## src/logic/twc_pkg.sv

```systemverilog
// constants, register map and state type of the tape write command handler
package twc_pkg;
  // operation codes
  localparam logic [7:0] OP_WRITE = 8'h0a;
  localparam logic [7:0] OP_REWIND = 8'h01;
  localparam logic [7:0] OP_WFM = 8'h10;
  localparam logic [7:0] OP_SPACE = 8'h11;
  localparam logic [7:0] OP_ERASE = 8'h19;
  localparam logic [7:0] OP_LOAD = 8'h1b;
  localparam logic [7:0] OP_LOCATE = 8'h2b;
  // sense answers
  localparam logic [3:0] SK_GOOD = 4'h0;
  localparam logic [3:0] SK_ILLEGAL = 4'h5;
  localparam logic [7:0] ASC_MISMATCH = 8'h81;
  localparam logic [7:0] ASCQ_MISMATCH = 8'h00;
  localparam logic [7:0] ASC_OTHER = 8'h00;
  // variable block limits in bytes: 240 and 160 kbytes
  localparam logic [23:0] VAR_MAX = 24'h03c000;
  localparam logic [23:0] VAR_MAX_ND = 24'h028000;
  // register byte addresses
  localparam logic [7:0] A_CDB0 = 8'h00;
  localparam logic [7:0] A_CDB5 = 8'h14;
  localparam logic [7:0] A_CTRL = 8'h18;
  localparam logic [7:0] A_MODEHDR = 8'h1c;
  localparam logic [7:0] A_BLKLEN = 8'h20;
  localparam logic [7:0] A_OPTS = 8'h24;
  localparam logic [7:0] A_WDELAY = 8'h28;
  localparam logic [7:0] A_MOTION = 8'h2c;
  localparam logic [7:0] A_BLKMIN = 8'h30;
  localparam logic [7:0] A_BLKMAX = 8'h34;
  localparam logic [7:0] A_STATUS = 8'h38;
  localparam logic [7:0] A_PEND = 8'h3c;
  // field positions
  localparam int CDB1_FIXED = 0;
  localparam int WFM_IMMED = 0;
  localparam int MH_BUF_LO = 4;
  localparam int MH_BUF_HI = 6;
  localparam int OPT_ND = 0;
  localparam int OPT_DISC = 1;
  localparam int OPT_NEWFMT = 2;
  localparam int OPT_PF = 3;
  localparam int CTL_GO = 0;
  localparam int CTL_LOCREV = 1;
  // reset values
  localparam logic [23:0] BLKLEN_RST = 24'h000400;
  localparam logic [23:0] MOTION_RST = 24'h080000;
  localparam logic [23:0] BLKMIN_RST = 24'h000001;
  localparam logic [23:0] BLKMAX_RST = 24'h03c000;
  localparam logic [7:0] MODEHDR_RST = 8'h10;
  localparam logic [3:0] OPTS_RST = 4'h4;
  localparam logic [7:0] WDELAY_RST = 8'h00;
  // timing: write delay counts in units of 100 ms
  localparam int CLK_KHZ = 100000;
  localparam int DELAY_UNIT_MS = 100;
  localparam int DELAY_UNIT_CYC = CLK_KHZ * DELAY_UNIT_MS;

  typedef enum logic [2:0] {
    ST_IDLE,
    ST_CHECK,
    ST_PATTERN,
    ST_XFER,
    ST_DRAIN,
    ST_FIN
  } twc_state_t;
endpackage

```

## src/logic/twc_write_handler.sv

```systemverilog
// tape write command handler: decode, checks, data phase, buffer flushing
module twc_write_handler #(
  parameter int TICK_CYC = twc_pkg::DELAY_UNIT_CYC
) (
  input wire logic clk, // 100 MHz clock
  input wire logic rst_b, // asynchronous reset, active low
  input wire logic [7:0] reg_addr, // register byte address
  input wire logic [31:0] reg_wdata, // register write data
  input wire logic reg_we, // register write strobe
  input wire logic reg_re, // register read strobe
  output logic [31:0] reg_rdata, // read data, cycle after reg_re
  input wire logic host_valid, // initiator byte valid
  input wire logic [7:0] host_data, // initiator byte
  output logic host_ready, // byte taken when valid and ready
  output logic tape_wr, // pulse: tape_data into tape buffer
  output logic [7:0] tape_data, // byte toward tape buffer
  input wire logic tape_full, // tape buffer cannot take a byte
  input wire logic tape_idle, // all buffered data is on tape
  output logic flush_req, // pulse: write buffer to tape
  output logic logical_start_of_tape_pat_req, // pulse: record start-of-tape pattern
  input wire logic pattern_done, // pulse: start pattern recorded
  input wire logic pos_logical_start_of_tape, // tape at logical start
  input wire logic pos_fm_bot, // at start side of long filemark
  input wire logic pos_fm_eot, // at end side of long filemark
  input wire logic pos_eod, // at end-of-data mark
  input wire logic pos_blank, // at blank tape after data
  input wire logic cart_fmt_known, // cartridge holds recorded data
  input wire logic cart_fmt_new, // recorded data is newer format
  input wire logic unload_btn, // front panel unload button
  output logic bus_released, // bus released while unbuffered write drains to tape
  output logic cmd_done // pulse: command ended, status valid
);
  // configuration registers
  logic [7:0] cdb [0:5];
  logic [7:0] next_cdb [0:5];
  logic [7:0] modehdr, next_modehdr;
  logic [23:0] blklen, next_blklen;
  logic [3:0] opts, next_opts;
  logic [7:0] wdelay, next_wdelay;
  logic [23:0] motion, next_motion;
  logic [23:0] blkmin, next_blkmin;
  logic [23:0] blkmax, next_blkmax;
  logic locrev, next_locrev;
  logic go;
  logic [31:0] next_rdata;

  // command state
  twc_pkg::twc_state_t state, next_state;
  logic [23:0] byte_left, next_byte_left;
  logic [23:0] blk_left, next_blk_left;
  logic [23:0] pend, next_pend;
  logic [3:0] sense_key, next_sense_key;
  logic [7:0] asc, next_asc;
  logic [7:0] ascq, next_ascq;
  logic check, next_check;
  logic done_flag, next_done_flag;
  logic drain_wait, next_drain_wait;
  logic next_tape_wr;
  logic [7:0] next_tape_data;
  logic next_flush_req;
  logic next_logical_start_of_tape_pat_req;

  // button synchroniser and delay timer
  logic btn_s1, btn_s2, btn_s3, btn_lvl, btn_lvl_d;
  logic next_btn_lvl;
  logic [31:0] tick_cnt, next_tick_cnt;
  logic [7:0] dly_cnt, next_dly_cnt;
  logic tick, btn_evt, dly_evt;

  logic fixed, buffered, take;
  logic [23:0] xfer_len;
  logic mismatch, size_bad, pos_ok, fmt_bad;
  logic op_flush;

  assign go = reg_we && reg_addr == twc_pkg::A_CTRL
    && reg_wdata[twc_pkg::CTL_GO];
  assign fixed = cdb[1][twc_pkg::CDB1_FIXED];
  assign xfer_len = {cdb[2], cdb[3], cdb[4]};
  assign buffered = |modehdr[twc_pkg::MH_BUF_HI:twc_pkg::MH_BUF_LO];

  assign mismatch = fixed ? (blklen == 24'h000000)
    : (blklen != 24'h000000);
  assign size_bad = fixed ? (blklen < blkmin || blklen > blkmax)
    : (xfer_len > (opts[twc_pkg::OPT_ND] ? twc_pkg::VAR_MAX_ND
    : twc_pkg::VAR_MAX));
  assign pos_ok = pos_logical_start_of_tape || (opts[twc_pkg::OPT_NEWFMT]
    ? (pos_fm_bot || pos_fm_eot || pos_eod)
    : (pos_fm_bot || pos_blank));
  assign fmt_bad = !pos_logical_start_of_tape && cart_fmt_known
    && (cart_fmt_new != opts[twc_pkg::OPT_NEWFMT]);

  always_comb begin
    case (cdb[0])
      twc_pkg::OP_REWIND, twc_pkg::OP_SPACE, twc_pkg::OP_ERASE,
      twc_pkg::OP_LOAD: op_flush = 1'b1;
      twc_pkg::OP_WFM: op_flush = !cdb[1][twc_pkg::WFM_IMMED];
      // reverse bit arrives with the go write itself
      twc_pkg::OP_LOCATE: op_flush = reg_wdata[twc_pkg::CTL_LOCREV];
      default: op_flush = 1'b0;
    endcase
  end

  assign host_ready = state == twc_pkg::ST_XFER && !tape_full;
  assign take = host_ready && host_valid;
  assign bus_released = opts[twc_pkg::OPT_DISC]
    && state == twc_pkg::ST_DRAIN;
  assign cmd_done = state == twc_pkg::ST_FIN;

  // register file
  always_comb begin
    for (int i = 0; i < 6; i++) begin
      next_cdb[i] = cdb[i];
    end
    next_modehdr = modehdr;
    next_blklen = blklen;
    next_opts = opts;
    next_wdelay = wdelay;
    next_motion = motion;
    next_blkmin = blkmin;
    next_blkmax = blkmax;
    next_locrev = locrev;
    next_rdata = 32'h00000000;
    if (reg_we && state == twc_pkg::ST_IDLE) begin
      if (reg_addr <= twc_pkg::A_CDB5 && reg_addr[1:0] == 2'b00) begin
        next_cdb[reg_addr[4:2]] = reg_wdata[7:0];
      end
      case (reg_addr)
        twc_pkg::A_CTRL: next_locrev = reg_wdata[twc_pkg::CTL_LOCREV];
        twc_pkg::A_MODEHDR: next_modehdr = reg_wdata[7:0];
        twc_pkg::A_BLKLEN: next_blklen = reg_wdata[23:0];
        twc_pkg::A_OPTS: next_opts = reg_wdata[3:0];
        twc_pkg::A_WDELAY: begin
          if (opts[twc_pkg::OPT_PF]) begin
            next_wdelay = reg_wdata[7:0];
          end
        end
        twc_pkg::A_MOTION: next_motion = reg_wdata[23:0];
        twc_pkg::A_BLKMIN: next_blkmin = reg_wdata[23:0];
        twc_pkg::A_BLKMAX: next_blkmax = reg_wdata[23:0];
        default: ;
      endcase
    end
    if (reg_re) begin
      if (reg_addr <= twc_pkg::A_CDB5 && reg_addr[1:0] == 2'b00) begin
        next_rdata = {24'h000000, cdb[reg_addr[4:2]]};
      end
      case (reg_addr)
        twc_pkg::A_CTRL: next_rdata = {30'h00000000, locrev, 1'b0};
        twc_pkg::A_MODEHDR: next_rdata = {24'h000000, modehdr};
        twc_pkg::A_BLKLEN: next_rdata = {8'h00, blklen};
        twc_pkg::A_OPTS: next_rdata = {28'h0000000, opts};
        twc_pkg::A_WDELAY: next_rdata = {24'h000000, wdelay};
        twc_pkg::A_MOTION: next_rdata = {8'h00, motion};
        twc_pkg::A_BLKMIN: next_rdata = {8'h00, blkmin};
        twc_pkg::A_BLKMAX: next_rdata = {8'h00, blkmax};
        twc_pkg::A_STATUS: next_rdata = {ascq, asc, sense_key, 9'h000,
          cmd_done || done_flag, check, state != twc_pkg::ST_IDLE};
        twc_pkg::A_PEND: next_rdata = {8'h00, pend};
        default: ;
      endcase
    end
  end

  always_ff @(posedge clk or negedge rst_b) begin
    if (!rst_b) begin
      for (int i = 0; i < 6; i++) begin
        cdb[i] <= 8'h00;
      end
      modehdr <= twc_pkg::MODEHDR_RST;
      blklen <= twc_pkg::BLKLEN_RST;
      opts <= twc_pkg::OPTS_RST;
      wdelay <= twc_pkg::WDELAY_RST;
      motion <= twc_pkg::MOTION_RST;
      blkmin <= twc_pkg::BLKMIN_RST;
      blkmax <= twc_pkg::BLKMAX_RST;
      locrev <= 1'b0;
      reg_rdata <= 32'h00000000;
    end else begin
      for (int i = 0; i < 6; i++) begin
        cdb[i] <= next_cdb[i];
      end
      modehdr <= next_modehdr;
      blklen <= next_blklen;
      opts <= next_opts;
      wdelay <= next_wdelay;
      motion <= next_motion;
      blkmin <= next_blkmin;
      blkmax <= next_blkmax;
      locrev <= next_locrev;
      reg_rdata <= next_rdata;
    end
  end

  // command sequencer
  always_comb begin
    next_state = state;
    next_byte_left = byte_left;
    next_blk_left = blk_left;
    next_pend = pend;
    next_sense_key = sense_key;
    next_asc = asc;
    next_ascq = ascq;
    next_check = check;
    next_done_flag = done_flag;
    next_drain_wait = 1'b0;
    next_tape_wr = 1'b0;
    next_tape_data = tape_data;
    next_flush_req = 1'b0;
    next_logical_start_of_tape_pat_req = 1'b0;
    case (state)
      twc_pkg::ST_IDLE: begin
        if (go) begin
          next_check = 1'b0;
          next_done_flag = 1'b0;
          next_sense_key = twc_pkg::SK_GOOD;
          next_asc = 8'h00;
          next_ascq = 8'h00;
          if (cdb[0] == twc_pkg::OP_WRITE) begin
            next_state = twc_pkg::ST_CHECK;
          end else begin
            next_flush_req = op_flush;
            next_state = twc_pkg::ST_FIN;
          end
        end
      end
      twc_pkg::ST_CHECK: begin
        next_byte_left = fixed ? blklen : xfer_len;
        next_blk_left = fixed ? xfer_len : 24'h000001;
        next_state = twc_pkg::ST_FIN;
        if (mismatch) begin
          next_check = 1'b1;
          next_sense_key = twc_pkg::SK_ILLEGAL;
          next_asc = twc_pkg::ASC_MISMATCH;
          next_ascq = twc_pkg::ASCQ_MISMATCH;
        end else if (size_bad || !pos_ok || fmt_bad) begin
          next_check = 1'b1;
          next_sense_key = twc_pkg::SK_ILLEGAL;
          next_asc = twc_pkg::ASC_OTHER;
        end else if (xfer_len == 24'h000000) begin
          next_state = twc_pkg::ST_FIN;
        end else if (pos_logical_start_of_tape) begin
          next_logical_start_of_tape_pat_req = 1'b1;
          next_state = twc_pkg::ST_PATTERN;
        end else begin
          next_state = twc_pkg::ST_XFER;
        end
      end
      twc_pkg::ST_PATTERN: begin
        if (pattern_done) begin
          next_state = twc_pkg::ST_XFER;
        end
      end
      twc_pkg::ST_XFER: begin
        if (take) begin
          next_tape_wr = 1'b1;
          next_tape_data = host_data;
          next_pend = pend + 24'h000001;
          next_byte_left = byte_left - 24'h000001;
          if (byte_left == 24'h000001) begin
            next_blk_left = blk_left - 24'h000001;
            next_byte_left = blklen;
            if (blk_left == 24'h000001) begin
              if (buffered) begin
                next_state = twc_pkg::ST_FIN;
              end else begin
                next_flush_req = 1'b1;
                next_drain_wait = 1'b1;
                next_state = twc_pkg::ST_DRAIN;
              end
            end
          end
        end
        if (buffered && pend >= motion && pend != 24'h000000) begin
          next_flush_req = 1'b1;
        end
      end
      twc_pkg::ST_DRAIN: begin
        if (!drain_wait && tape_idle) begin
          next_state = twc_pkg::ST_FIN;
        end
      end
      twc_pkg::ST_FIN: begin
        next_done_flag = 1'b1;
        next_state = twc_pkg::ST_IDLE;
      end
      default: next_state = twc_pkg::ST_IDLE;
    endcase
    if (state == twc_pkg::ST_IDLE && (btn_evt || dly_evt)) begin
      next_flush_req = 1'b1;
    end
    if (next_flush_req) begin
      next_pend = 24'h000000;
    end
  end

  always_ff @(posedge clk or negedge rst_b) begin
    if (!rst_b) begin
      state <= twc_pkg::ST_IDLE;
      byte_left <= 24'h000000;
      blk_left <= 24'h000000;
      pend <= 24'h000000;
      sense_key <= twc_pkg::SK_GOOD;
      asc <= 8'h00;
      ascq <= 8'h00;
      check <= 1'b0;
      done_flag <= 1'b0;
      drain_wait <= 1'b0;
      tape_wr <= 1'b0;
      tape_data <= 8'h00;
      flush_req <= 1'b0;
      logical_start_of_tape_pat_req <= 1'b0;
    end else begin
      state <= next_state;
      byte_left <= next_byte_left;
      blk_left <= next_blk_left;
      pend <= next_pend;
      sense_key <= next_sense_key;
      asc <= next_asc;
      ascq <= next_ascq;
      check <= next_check;
      done_flag <= next_done_flag;
      drain_wait <= next_drain_wait;
      tape_wr <= next_tape_wr;
      tape_data <= next_tape_data;
      flush_req <= next_flush_req;
      logical_start_of_tape_pat_req <= next_logical_start_of_tape_pat_req;
    end
  end

  // unload button filter and write delay timer
  assign tick = tick_cnt == 32'(TICK_CYC - 1);
  assign btn_evt = btn_lvl && !btn_lvl_d;
  assign dly_evt = wdelay != 8'h00 && dly_cnt == wdelay;

  always_comb begin
    next_btn_lvl = (btn_s2 == btn_s3) ? btn_s3 : btn_lvl;
    next_tick_cnt = tick ? 32'h00000000 : tick_cnt + 32'h00000001;
    next_dly_cnt = dly_cnt;
    if (pend == 24'h000000 || state != twc_pkg::ST_IDLE || flush_req
        || dly_evt) begin
      next_dly_cnt = 8'h00;
      next_tick_cnt = 32'h00000000;
    end else if (tick) begin
      next_dly_cnt = dly_cnt + 8'h01;
    end
  end

  always_ff @(posedge clk or negedge rst_b) begin
    if (!rst_b) begin
      btn_s1 <= 1'b0;
      btn_s2 <= 1'b0;
      btn_s3 <= 1'b0;
      btn_lvl <= 1'b0;
      btn_lvl_d <= 1'b0;
      tick_cnt <= 32'h00000000;
      dly_cnt <= 8'h00;
    end else begin
      btn_s1 <= unload_btn;
      btn_s2 <= btn_s1;
      btn_s3 <= btn_s2;
      btn_lvl <= next_btn_lvl;
      btn_lvl_d <= btn_lvl;
      tick_cnt <= next_tick_cnt;
      dly_cnt <= next_dly_cnt;
    end
  end
endmodule

```

## config.mk

```make
export PLATFORM = sky130hd
export DESIGN_NAME = twc_write_handler
export DESIGN_NICKNAME = d
export VERILOG_FILES = /design/src/logic/twc_pkg.sv /design/src/logic/twc_write_handler.sv
export SDC_FILE = /design/constraint.sdc
export NUM_CORES = 1
export LEC_CHECK = 0
export ABC_AREA = 0
export BUFFER_PORTS_ARGS = -buffer_cell sky130_fd_sc_hd__buf_4
export CAP_MARGIN = 20
export CORE_MARGIN = 8
export CORE_UTILIZATION = 60
export DETAILED_ROUTE_END_ITERATION = 8
export GPL_TIMING_DRIVEN = 0
export PLACE_DENSITY = 0.88
export SYNTH_ARGS = -nofsm -noshare
export SYNTH_HDL_FRONTEND = slang
export SYNTH_SLANG_ARGS = --single-unit
```

## constraint.sdc

```tcl
create_clock -name clk -period 4.7 [get_ports clk]
set_input_delay 0 -clock clk [delete_from_list [all_inputs] [get_ports clk]]
set_output_delay 0 -clock clk [all_outputs]
set_load 0.1 [all_outputs]
```

==> results of run 1 <==
## repair_timing
action / CTS / global route
buffers inserted: 0 / 0
hold buffers: 39 / 0
hold endpoints to repair: 231 / 0
endpoints found under the setup margin: 0 / 0
## logic make-up after synthesis
kind of cell | after synthesis
and+or+nand+nor | 504
AOI/OAI and AO/OA | 376
DFF | 324
muxes | 189
buffers and inverters | 183
adders and majority gates | 82
xor gates and xnor gates | 68
other | 1
## worst paths after layout
| path | from | endpoint | slack (ns) |
|---|---|---|---|
| min | reg_we | state[0] | 0.02 |
| min in group asynchronous | rst_b | tick_cnt[22] | 0.49 |
| max | blkmax[14] | sense_key[0] | 1.34 |
| min reg2reg | btn_s1 | btn_s2 | 0.36 |
| max in group asynchronous | rst_b | blkmax[17] | 2.56 |
| max reg2reg | blkmax[14] | sense_key[0] | 1.34 |
## state kept, by name, indices dropped and copies added, names as in the netlist, 3 cells and up
signal / cells
cdb: 48
tick_cnt: 32
blk_left: 24
blklen: 24
blkmax: 24
blkmin: 24
byte_left: 24
motion: 24
pend: 24
reg_rdata: 24
dly_cnt: 8
modehdr: 8
tape_data: 8
wdelay: 8
opts: 4
state: 3
## cells in the mapped netlist, types with 6 or more instances
cell type / number
nor4_1: 26
nand2b_1: 13
mux4_2: 8
a21o_1: 13
mux2i_1: 10
a31oi_1: 16
nor2b_1: 8
clkbuf_1: 62
a22oi_1: 39
mux2_2: 171
buf_4: 9
o221ai_1: 6
inv_1: 99
nor2_1: 161
nand2_1: 113
and2_1: 7
a22o_1: 11
o22ai_1: 12
xor2_1: 39
a222oi_1: 19
nor3_1: 40
dfstp_2: 9
ha_1: 81
or3_1: 6
dfrtp_1: 315
nand3_1: 41
nand3b_1: 6
and4_1: 10
nand4_1: 33
a221oi_1: 21
xnor2_1: 29
o21ai_0: 86
a21oi_1: 109
and3_1: 17
## report_power, final
group / internal, mW / leakage [nW] / switching [mW]
Combinational: 0.759 / 4.36 / 1.60
Clock: 1.94 / 0.657 / 1.19
Sequential: 3.05 / 4.40 / 0.270
## critical path, cell delays in order, from the launching register on
cell	delay (ns)
dfstp_2	0.54
inv_1	0.07
ha_1	0.32
a211oi_1	0.30
o21ai_0	0.16
a21oi_1	0.17
nor2_1	0.08
o21ai_0	0.21
nand4_1	0.36
o21ai_0	0.63
mux2_2	0.41
## layer usage
layer  GRT usage (%)  wire length, um  part of all wire (%)  up-vias
li1                -                -                     -     6644
met1            37.0            19600                    36     7510
met2            48.8            25500                    47     1100
met3            8.00             6180                    11      282
met4            17.9             3350                   6.1        4
met5               0               42                 0.077        -
## area by class of cell
cell class                 instances  share of cell area, %
multi-input combinational       1227                   42.6
sequential                       324                   39.3
timing repair buffer             133                   5.64
clock buffer                      53                   5.26
tap                              384                   2.33
buffer                            84                   1.83
inverter                          99                   1.80
clock inverter                    13                   1.19
antenna                            1                 0.0121
==> key figures, run 1 <==
Placement
  • Port Buf Inserts: 91
  • DP Worst Slack: 1.50 ns
  • Cells after DPL: 2212
  • Final GP Congestion: 0.961
  • HPWL Detailed: 37500 um
  • Placed cell areas: 18900 sq um

Pwr
  • PD cells: 427 nW/um^2
  • Leak: 9.42 nW
  • Overall Power: 8.80 mW
  • Worst IR Drop VDD: 0.748 mV

Run status
  • Failing checks: design-rule violations
  • Status: finished with violations

STA
  • Worst Max-Slew Pin Slew: 0.946 ns
  • Tmin final: 3.36 ns
  • Setup violators final: 0
  • Final hold violation count: 0
  • Layout Skew: 0.0173 ns
  • WHS: 0.0176 ns
  • Slew headroom: 36.7%
  • Fmax: 0.298 GHz
  • Final period util: 71.5%
  • RSZ-0062 raised after global routing: false
  • Setup TNS: 0 ns
  • Max-slew violation count: 0
  • PnR worst setup slack: 1.34 ns

Synth
  • Synth Area in Adders: 5.80%
  • Synth Register Bits: 324
  • Post-synth EDFFs: 0
  • Syn avg cell area: 10.2 sq um
  • Yosys warning count: 0
  • Post-synthesis compound-gate area fraction: 13.9%
  • Simple logic cell fraction of the synthesized area: 14.1%
  • Mux cell area share after synthesis: 12.5%
  • Main combinational cell family by area after synthesis: simple AND/OR/NAND/NOR gates
  • Sequential area share after synthesis: 46.0%
  • Post-Synthesis Cells: 1727
  • Area contributors post-synth: dfrtp_1, mux2_2, ha_1
  • Synth async-reset ratio: 100%
  • Post-Synth XOR/XNOR Area: 3.38%
  • Main synth FF type: dfrtp_1
  • Synth top area share: 44.7%
  • Unique masters post-synth: 77
  • Post-Syn Area: 17600 sq um
  • Biggest area consumer among synthesized cells: dfrtp_1

Detailed routing
  • Drt drc: 1
  • TritonRoute pass-1 iters: 9
  • DR iter-0 viols: 1860
  • DR vias: 15500
  • DR vias/cell: 6.70
  • ANT nets after route: 0
  • Wire per inst: 23.6 um
  • Total Wirelength: 54700 um

Final layout
  • Non-filler cells, final: 2318
  • Most frequent cells in the layout: dfrtp_1, mux2_2, nor2_1, nand2_1, a21oi_1
  • Nets@finish: 2050
  • Area delta synth->final: 17.0%
  • Area of the multi-input gates: 8800 sq um
  • Area occupied by registers: 8120 sq um
  • Cell area after layout: 20600 sq um
  • Commonest non-fill, non-tap cell in the layout: dfrtp_1
  • Final core occ: 71.5%
  • Filler cells: 1941
  • Share of cells above drive strength 1: 19.6%

Clocking
  • Worst-path clk slew: 0.06 ns
  • CTS H-Tree Depth: 2
  • Max clock buf depth: 3
  • Clock Root Buffer: clkbuf_16
  • Cells resized by post-CTS repair: 0
  • TritonCTS Buffers: 36
  • Number of clock sinks: 324
  • Worst-skew pair later-pin latency: 0.53 ns
  • CTS tree: done

Setup path
  • R2r worst-path depth: 10
  • Worst Path Required: 5.12 ns
  • Startpoint Class: register
  • Critical path arrival: 3.78 ns
  • Max FO, Critical Path: 5
  • CP endpoint kind: register
  • Critical path type: reg -> reg

Floorplanning
  • Die area: 35100 sq um
  • Placement Rows: 62
  • Die span in y: 187 um
  • Die width: 187 um
  • IO Pins: 110
  • Placeable Area: 28900 sq um
  • Starting Density: 61.1%

Flow run
  • Max-cap violations: 0

GRT
  • GRT Residual Overflow: 0
  • Initial antenna violation count: 2
  • Pin count of the biggest net entering global routing: 103
  • Vias in the first global route: 15900
  • Total track usage: 30.5%
  • First-pass GRT wire length: 86600 um

Min path
  • Worst hold path cell count: 4
  • Worst Hold Class: in -> reg
Note: power is estimated with default switching activity, not from simulation.
==> run 2: changes to the inputs <==
Clock period 4.7 ns to 3.46 ns, I/O delays scaled along.
==> run 2 against run 1 <==
  * The run now ends clean
  * Non-clock buffer count stayed put
  * Global-route usage stayed put
  * Sequential power is 36% higher
  * Cell count stayed put
  * Sequential share of layout area hardly changed
  * Count of clock-buffer cells in the layout stayed put
  * Wire length hardly changed
  * Worst setup slack worse by 1.2 ns
  * Fmax is 0.99% higher
  * Die area stayed put
  * Critical endpoint unchanged
  * Largest cell class unchanged
==> key figures, run 2 (same netlist as run 1, synthesis figures left out) <==
Run status
  • Status: completed

Placement
  • DP Worst Slack: 0.263 ns
  • Final GP Congestion: 0.961
  • Port Buf Inserts: 91
  • Placed cell areas: 18900 sq um
  • HPWL Detailed: 37500 um

STA
  • Final period util: 96.1%
  • Tmin final: 3.33 ns
  • RSZ-0062 raised after global routing: false
  • Worst Max-Slew Pin Slew: 0.901 ns
  • Fmax: 0.301 GHz
  • Max-slew violation count: 0
  • Final hold violation count: 0
  • Setup violators final: 0
  • Layout Skew: 0.0127 ns
  • Slew headroom: 39.5%
  • PnR worst setup slack: 0.134 ns

Floorplanning
  • Placeable Area: 28900 sq um
  • Placement Rows: 62
  • Starting Density: 61.1%
  • Die area: 35100 sq um
  • Die width: 187 um
  • Die span in y: 187 um
  • IO Pins: 110

Final layout
  • Area of the multi-input gates: 8800 sq um
  • Area occupied by registers: 8120 sq um
  • Max reg flops: 48
  • Most frequent cells in the layout: dfrtp_1, mux2_2, nor2_1, nand2_1, a21oi_1
  • Largest regs: cdb: 48 flops, tick_cnt: 32 flops
  • Largest Register: cdb
  • Area delta synth->final: 17.1%
  • Cell area after layout: 20600 sq um
  • Commonest non-fill, non-tap cell in the layout: dfrtp_1
  • Share of cells above drive strength 1: 19.6%
  • Nets@finish: 2050
  • Filler cells: 1939

Setup path
  • Critical path type: reg -> reg
  • Max FO, Critical Path: 5
  • CP endpoint kind: register
  • Worst Path Required: 3.88 ns
  • Startpoint Class: register
  • R2R setup slack: 0.13 ns
  • Critical path arrival: 3.74 ns

GRT
  • Vias in the first global route: 15900
  • Initial antenna violation count: 2
  • Total track usage: 30.5%
  • GRT Residual Overflow: 0
  • First-pass GRT wire length: 86600 um
  • Pin count of the biggest net entering global routing: 103

Clocking
  • Post-CTS Setup Inserts: 0
  • CTS H-Tree Depth: 2
  • Worst-path clk slew: 0.06 ns
  • CTS tree: done
  • TritonCTS Buffers: 36
  • Clock Root Buffer: clkbuf_16
  • Number of clock sinks: 324
  • Worst-skew pair later-pin latency: 0.53 ns
  • Max clock buf depth: 3

Detailed routing
  • DR vias: 15600
  • Drt drc: 0
  • Wire per inst: 23.6 um
  • TritonRoute pass-1 iters: 8
  • ANT nets after route: 0
  • DR vias/cell: 6.72
  • Total Wirelength: 54700 um
  • DR iter-0 viols: 1901

Pwr
  • Leak: 9.43 nW
  • PD cells: 580 nW/um^2
  • Worst IR Drop VDD: 1.02 mV

Flow run
  • Max-cap violations: 0

Min path
  • Worst Hold Class: in -> reg
[run 2: metrics by stage]
stage	setup TNS [ns]	hold WS (ns)	utilization [%]	cells	power [mW]
floorplan	0	-0.296	-	1734	6.66
global placement	-137.97	0.111	65.2	2209	7.49
detailed placement	0	-0.0484	65.6	2212	7.61
CTS	0	0.00477	71.5	2317	11.9
global route	0	0.0301	71.5	2318	12.4
finish	0	0.0225	71.5	2318	12.0
[run 2: power by group]
part,switching (mW),leakage [nW],internal [mW]
clock network,1.61,0.657,2.64
logic,2.17,4.37,1.03
registers,0.368,4.40,4.14
total,4.16,9.43,7.81
[run 2: routing by layer]
metal / vias to the layer above / track usage, % / routed length [um]
li1: 6634 / - / -
met5: - / 0 / 43
met3: 299 / 8.00 / 6100
met2: 1080 / 48.8 / 25500
met1: 7560 / 37.0 / 19600
met4: 4 / 17.9 / 3460
[run 2: layout make-up]
type | instances | area share [%]
buffer | 84 | 1.83
tap | 384 | 2.33
clock inverter | 13 | 1.19
inverter | 99 | 1.80
clock buffer | 53 | 5.25
sequential | 324 | 39.3
antenna | 1 | 0.0121
multi-input combinational | 1227 | 42.6
timing repair buffer | 133 | 5.64
[run 2: worst max-delay path, cell delays in order (launching register included)]
cell and delay, ns:
dfstp_2 0.54, inv_1 0.07, ha_1 0.32, a211oi_1 0.30
o21ai_0 0.16, a21oi_1 0.17, nor2_1 0.08, o21ai_0 0.20
nand4_1 0.34, o21ai_0 0.63, mux2_2 0.41
[run 2: path summary, 6_finish.rpt]
kind,from,to,cells past startpoint
worst max-delay path,blkmax[14],sense_key[0],10
worst min-delay path,reg_we,state[0],4
worst max register to register,blkmax[14],sense_key[0],10
worst min register to register,btn_s1,btn_s2,0
max in group asynchronous,rst_b,blklen[19],6
min in group asynchronous,rst_b,tick_cnt[22],3
[run 2: what timing repair did]
action / 4_1_cts / 5_1_grt
hold buffers: 39 / 0
endpoints found under the setup margin: 0 / 2
resized for setup: 0 / 1
hold endpoints to repair: 231 / 0
==> run 3: changes to the inputs <==
Settings changed: ABC_AREA 0 to 1.
==> run 3 against run 2 <==
  * Count of clock-buffer cells in the layout down 1
  * Worst setup slack improved by 0.66 ns
  * Wire length up 15%
  * Sequential cell count unchanged
  * Sequential power is essentially flat
  * Area after synthesis is 5.5% higher
  * Hold slack improved by 0.013 ns
  * Utilization decreased by 0.90 points
  * Clock power decreased by 2%
  * Synthesized cell count grew 40%
  * First-iteration DRC count grew 40%
  * Critical path type unchanged
  * Highest routed layer is now met4
==> key figures, run 3 <==
Synth
  • Yosys warning count: 0
  • Main synth FF type: dfrtp_1
  • Top-count cell post-synth: nand2_1
  • Syn avg cell area: 7.70 sq um
  • Post-Syn Area: 18600 sq um
  • Post-Synthesis Cells: 2418
  • Synth async-reset ratio: 100%
  • Unique masters post-synth: 57
  • Post-synth EDFFs: 0
  • Post-synth top cells: nand2_1, dfrtp_1, inv_1
  • Biggest area consumer among synthesized cells: dfrtp_1
  • Sequential area share after synthesis: 43.6%
  • Area contributors post-synth: dfrtp_1, nand2_1, inv_1
  • Synth top area share: 42.3%
  • Synth Register Bits: 324

Final layout
  • Largest regs: cdb: 48 flops, tick_cnt: 32 flops
  • Filler cells: 2419
  • Max reg flops: 48
  • Commonest non-fill, non-tap cell in the layout: nand2_1
  • Largest Register: cdb
  • Nets@finish: 2745
  • Most frequent cells in the layout: nand2_1, dfrtp_1, inv_1, nor2_1, o21ai_0
  • Share of cells above drive strength 1: 9.78%
  • Antenna Cells: 0
  • Area delta synth->final: 16.1%
  • Final core occ: 70.6%

Clocking
  • CTS tree: done
  • Max clock buf depth: 3
  • Post-CTS Setup Inserts: 0
  • Cts hold-fix bufs: 41
  • Cells resized by post-CTS repair: 0
  • CTS H-Tree Depth: 2
  • Clock Root Buffer: clkbuf_16
  • Worst-skew pair later-pin latency: 0.53 ns
  • Worst-path clk slew: 0.07 ns
  • TritonCTS Buffers: 37
  • Number of clock sinks: 324

GRT
  • Total track usage: 34.1%
  • First-pass GRT wire length: 98700 um
  • GRT Residual Overflow: 0
  • Routing usage on met2: 53.5%
  • Busiest grt layer: met2
  • Pin count of the biggest net entering global routing: 108
  • Met3 Use GR: 8.46%
  • Initial antenna violation count: 0
  • GR Util met1: 44.0%
  • Vias in the first global route: 18000

Pwr
  • Worst IR Drop VDD: 0.673 mV
  • Leak: 9.89 nW
  • Overall Power: 12.5 mW
  • PD cells: 578 nW/um^2

Setup path
  • Critical-path top delay cell: dfstp_2
  • Critical path type: reg -> reg
  • Worst path max stage delay: 0.56 ns
  • Cell Chain, Critical Path: inv_1 > ha_1 > nand2_1 > inv_1 > nand3_1 > nor3_1 > nand3b_1 > nand4_1 > nand2_1 > nand2_1 > nand2_1 > nand2_2 > buf_4 > nor2_1
  • Top cell by count, worst path: nand2_1
  • Worst Path Required: 3.87 ns
  • Startpoint Class: register
  • Max FO, Critical Path: 10
  • CP endpoint kind: register
  • Critical path arrival: 3.08 ns

Flow run
  • Max-cap violations: 0

STA
  • RSZ-0062 raised after global routing: false
  • Layout Skew: 0.0194 ns
  • Fmax: 0.375 GHz
  • Tmin final: 2.67 ns
  • Setup TNS: 0 ns
  • Worst Max-Slew Pin Slew: 1.07 ns
  • PnR worst setup slack: 0.795 ns
  • Final hold violation count: 0
  • Max-slew violation count: 0
  • Slew headroom: 28.7%
  • Final period util: 77.0%
  • Setup violators final: 0

Detailed routing
  • DR vias: 18600
  • DR vias/cell: 6.16
  • Total Wirelength: 63100 um
  • TritonRoute pass-1 iters: 6
  • ANT nets after route: 0
  • Drt drc: 0
  • Wire per inst: 20.9 um
  • DR iter-0 viols: 2662

Placement
  • Final GP Congestion: 1.02
  • Port Buf Inserts: 92
  • HPWL Detailed: 45700 um
  • DP Worst Slack: 0.889 ns

Floorplanning
  • Die width: 192 um
  • Placeable Area: 30600 sq um
  • Placement Rows: 64
  • Die area: 36900 sq um
  • Die span in y: 192 um
  • Starting Density: 60.9%
  • IO Pins: 110

Min path
  • Worst Hold Class: in -> reg

Run status
  • Status: completed
==> run 3: per-stage QoR <==
stage                     instances  area, sq um  hold WS (ns)
after CTS                      3024        21600        0.0219
final                          3024        21600        0.0353
after global routing           3024        21600        0.0618
after global placement         2913        19800         0.112
after floorplan                2425        18600        -0.296
after detailed placement       2916        19900        0.0106
==> run 3: kinds of logic (layout without fill, tap and decap cells) <==
kind of cell / count (synthesis) / count (layout) / synth area share (%)
AOI/OAI and AO/OA: 508 / 508 / 15.5
adders and majority gates: 82 / 82 / 5.50
and+or+nand+nor: 1048 / 1048 / 24.4
buffers and inverters: 404 / 607 / 8.52
other: 1 / 8 / 0.0201
DFF: 324 / 324 / 43.6
xor gates and xnor gates: 51 / 51 / 2.40
==> run 3: final cells by class <==
type	count	area (sq um)	area share, %
tap	396	495	2.29
timing repair buffer	136	1190	5.51
buffer	91	412	1.90
clock buffer	52	1070	4.96
sequential	324	8120	37.6
clock inverter	15	211	0.978
inverter	313	1170	5.44
multi-input combinational	1697	8930	41.3
==> run 3: worst paths after layout <==
check	start	to	slack, ns	cells past startpoint
worst max-delay path	motion[19]	pend[2]	0.79	14
worst min-delay path	pattern_done	state[1]	0.04	6
worst max register to register	motion[19]	pend[2]	0.79	14
worst min register to register	btn_s1	btn_s2	0.36	0
max in group asynchronous	rst_b	tick_cnt[13]	2.09	4
min in group asynchronous	rst_b	byte_left[21]	0.05	2
==> run 3: where the power goes <==
group          switching (mW)  internal [mW]  leakage (nW)
sequential              0.365           4.15          4.41
combinational            2.70           1.09          4.85
clock                    1.64           2.54         0.639
==> run 3: metal layers <==
| layer | wire length, um | share of wire [%] | vias to the layer above |
|---|---|---|---|
| li1 | - | - | 8425 |
| met1 | 24000 | 38 | 8803 |
| met2 | 28500 | 45 | 1157 |
| met3 | 7330 | 12 | 236 |
| met4 | 3240 | 5.1 | 0 |
| met5 | 0 | 0 | - |
==> run 3: worst max-delay path, delay by kind of cell, from the launching register on <==
kind	cells	cell delay (ns)
and+or+nand+nor	10	1.33
buffers and inverters	3	0.34
adders and majority gates	1	0.30
DFF	1	0.56
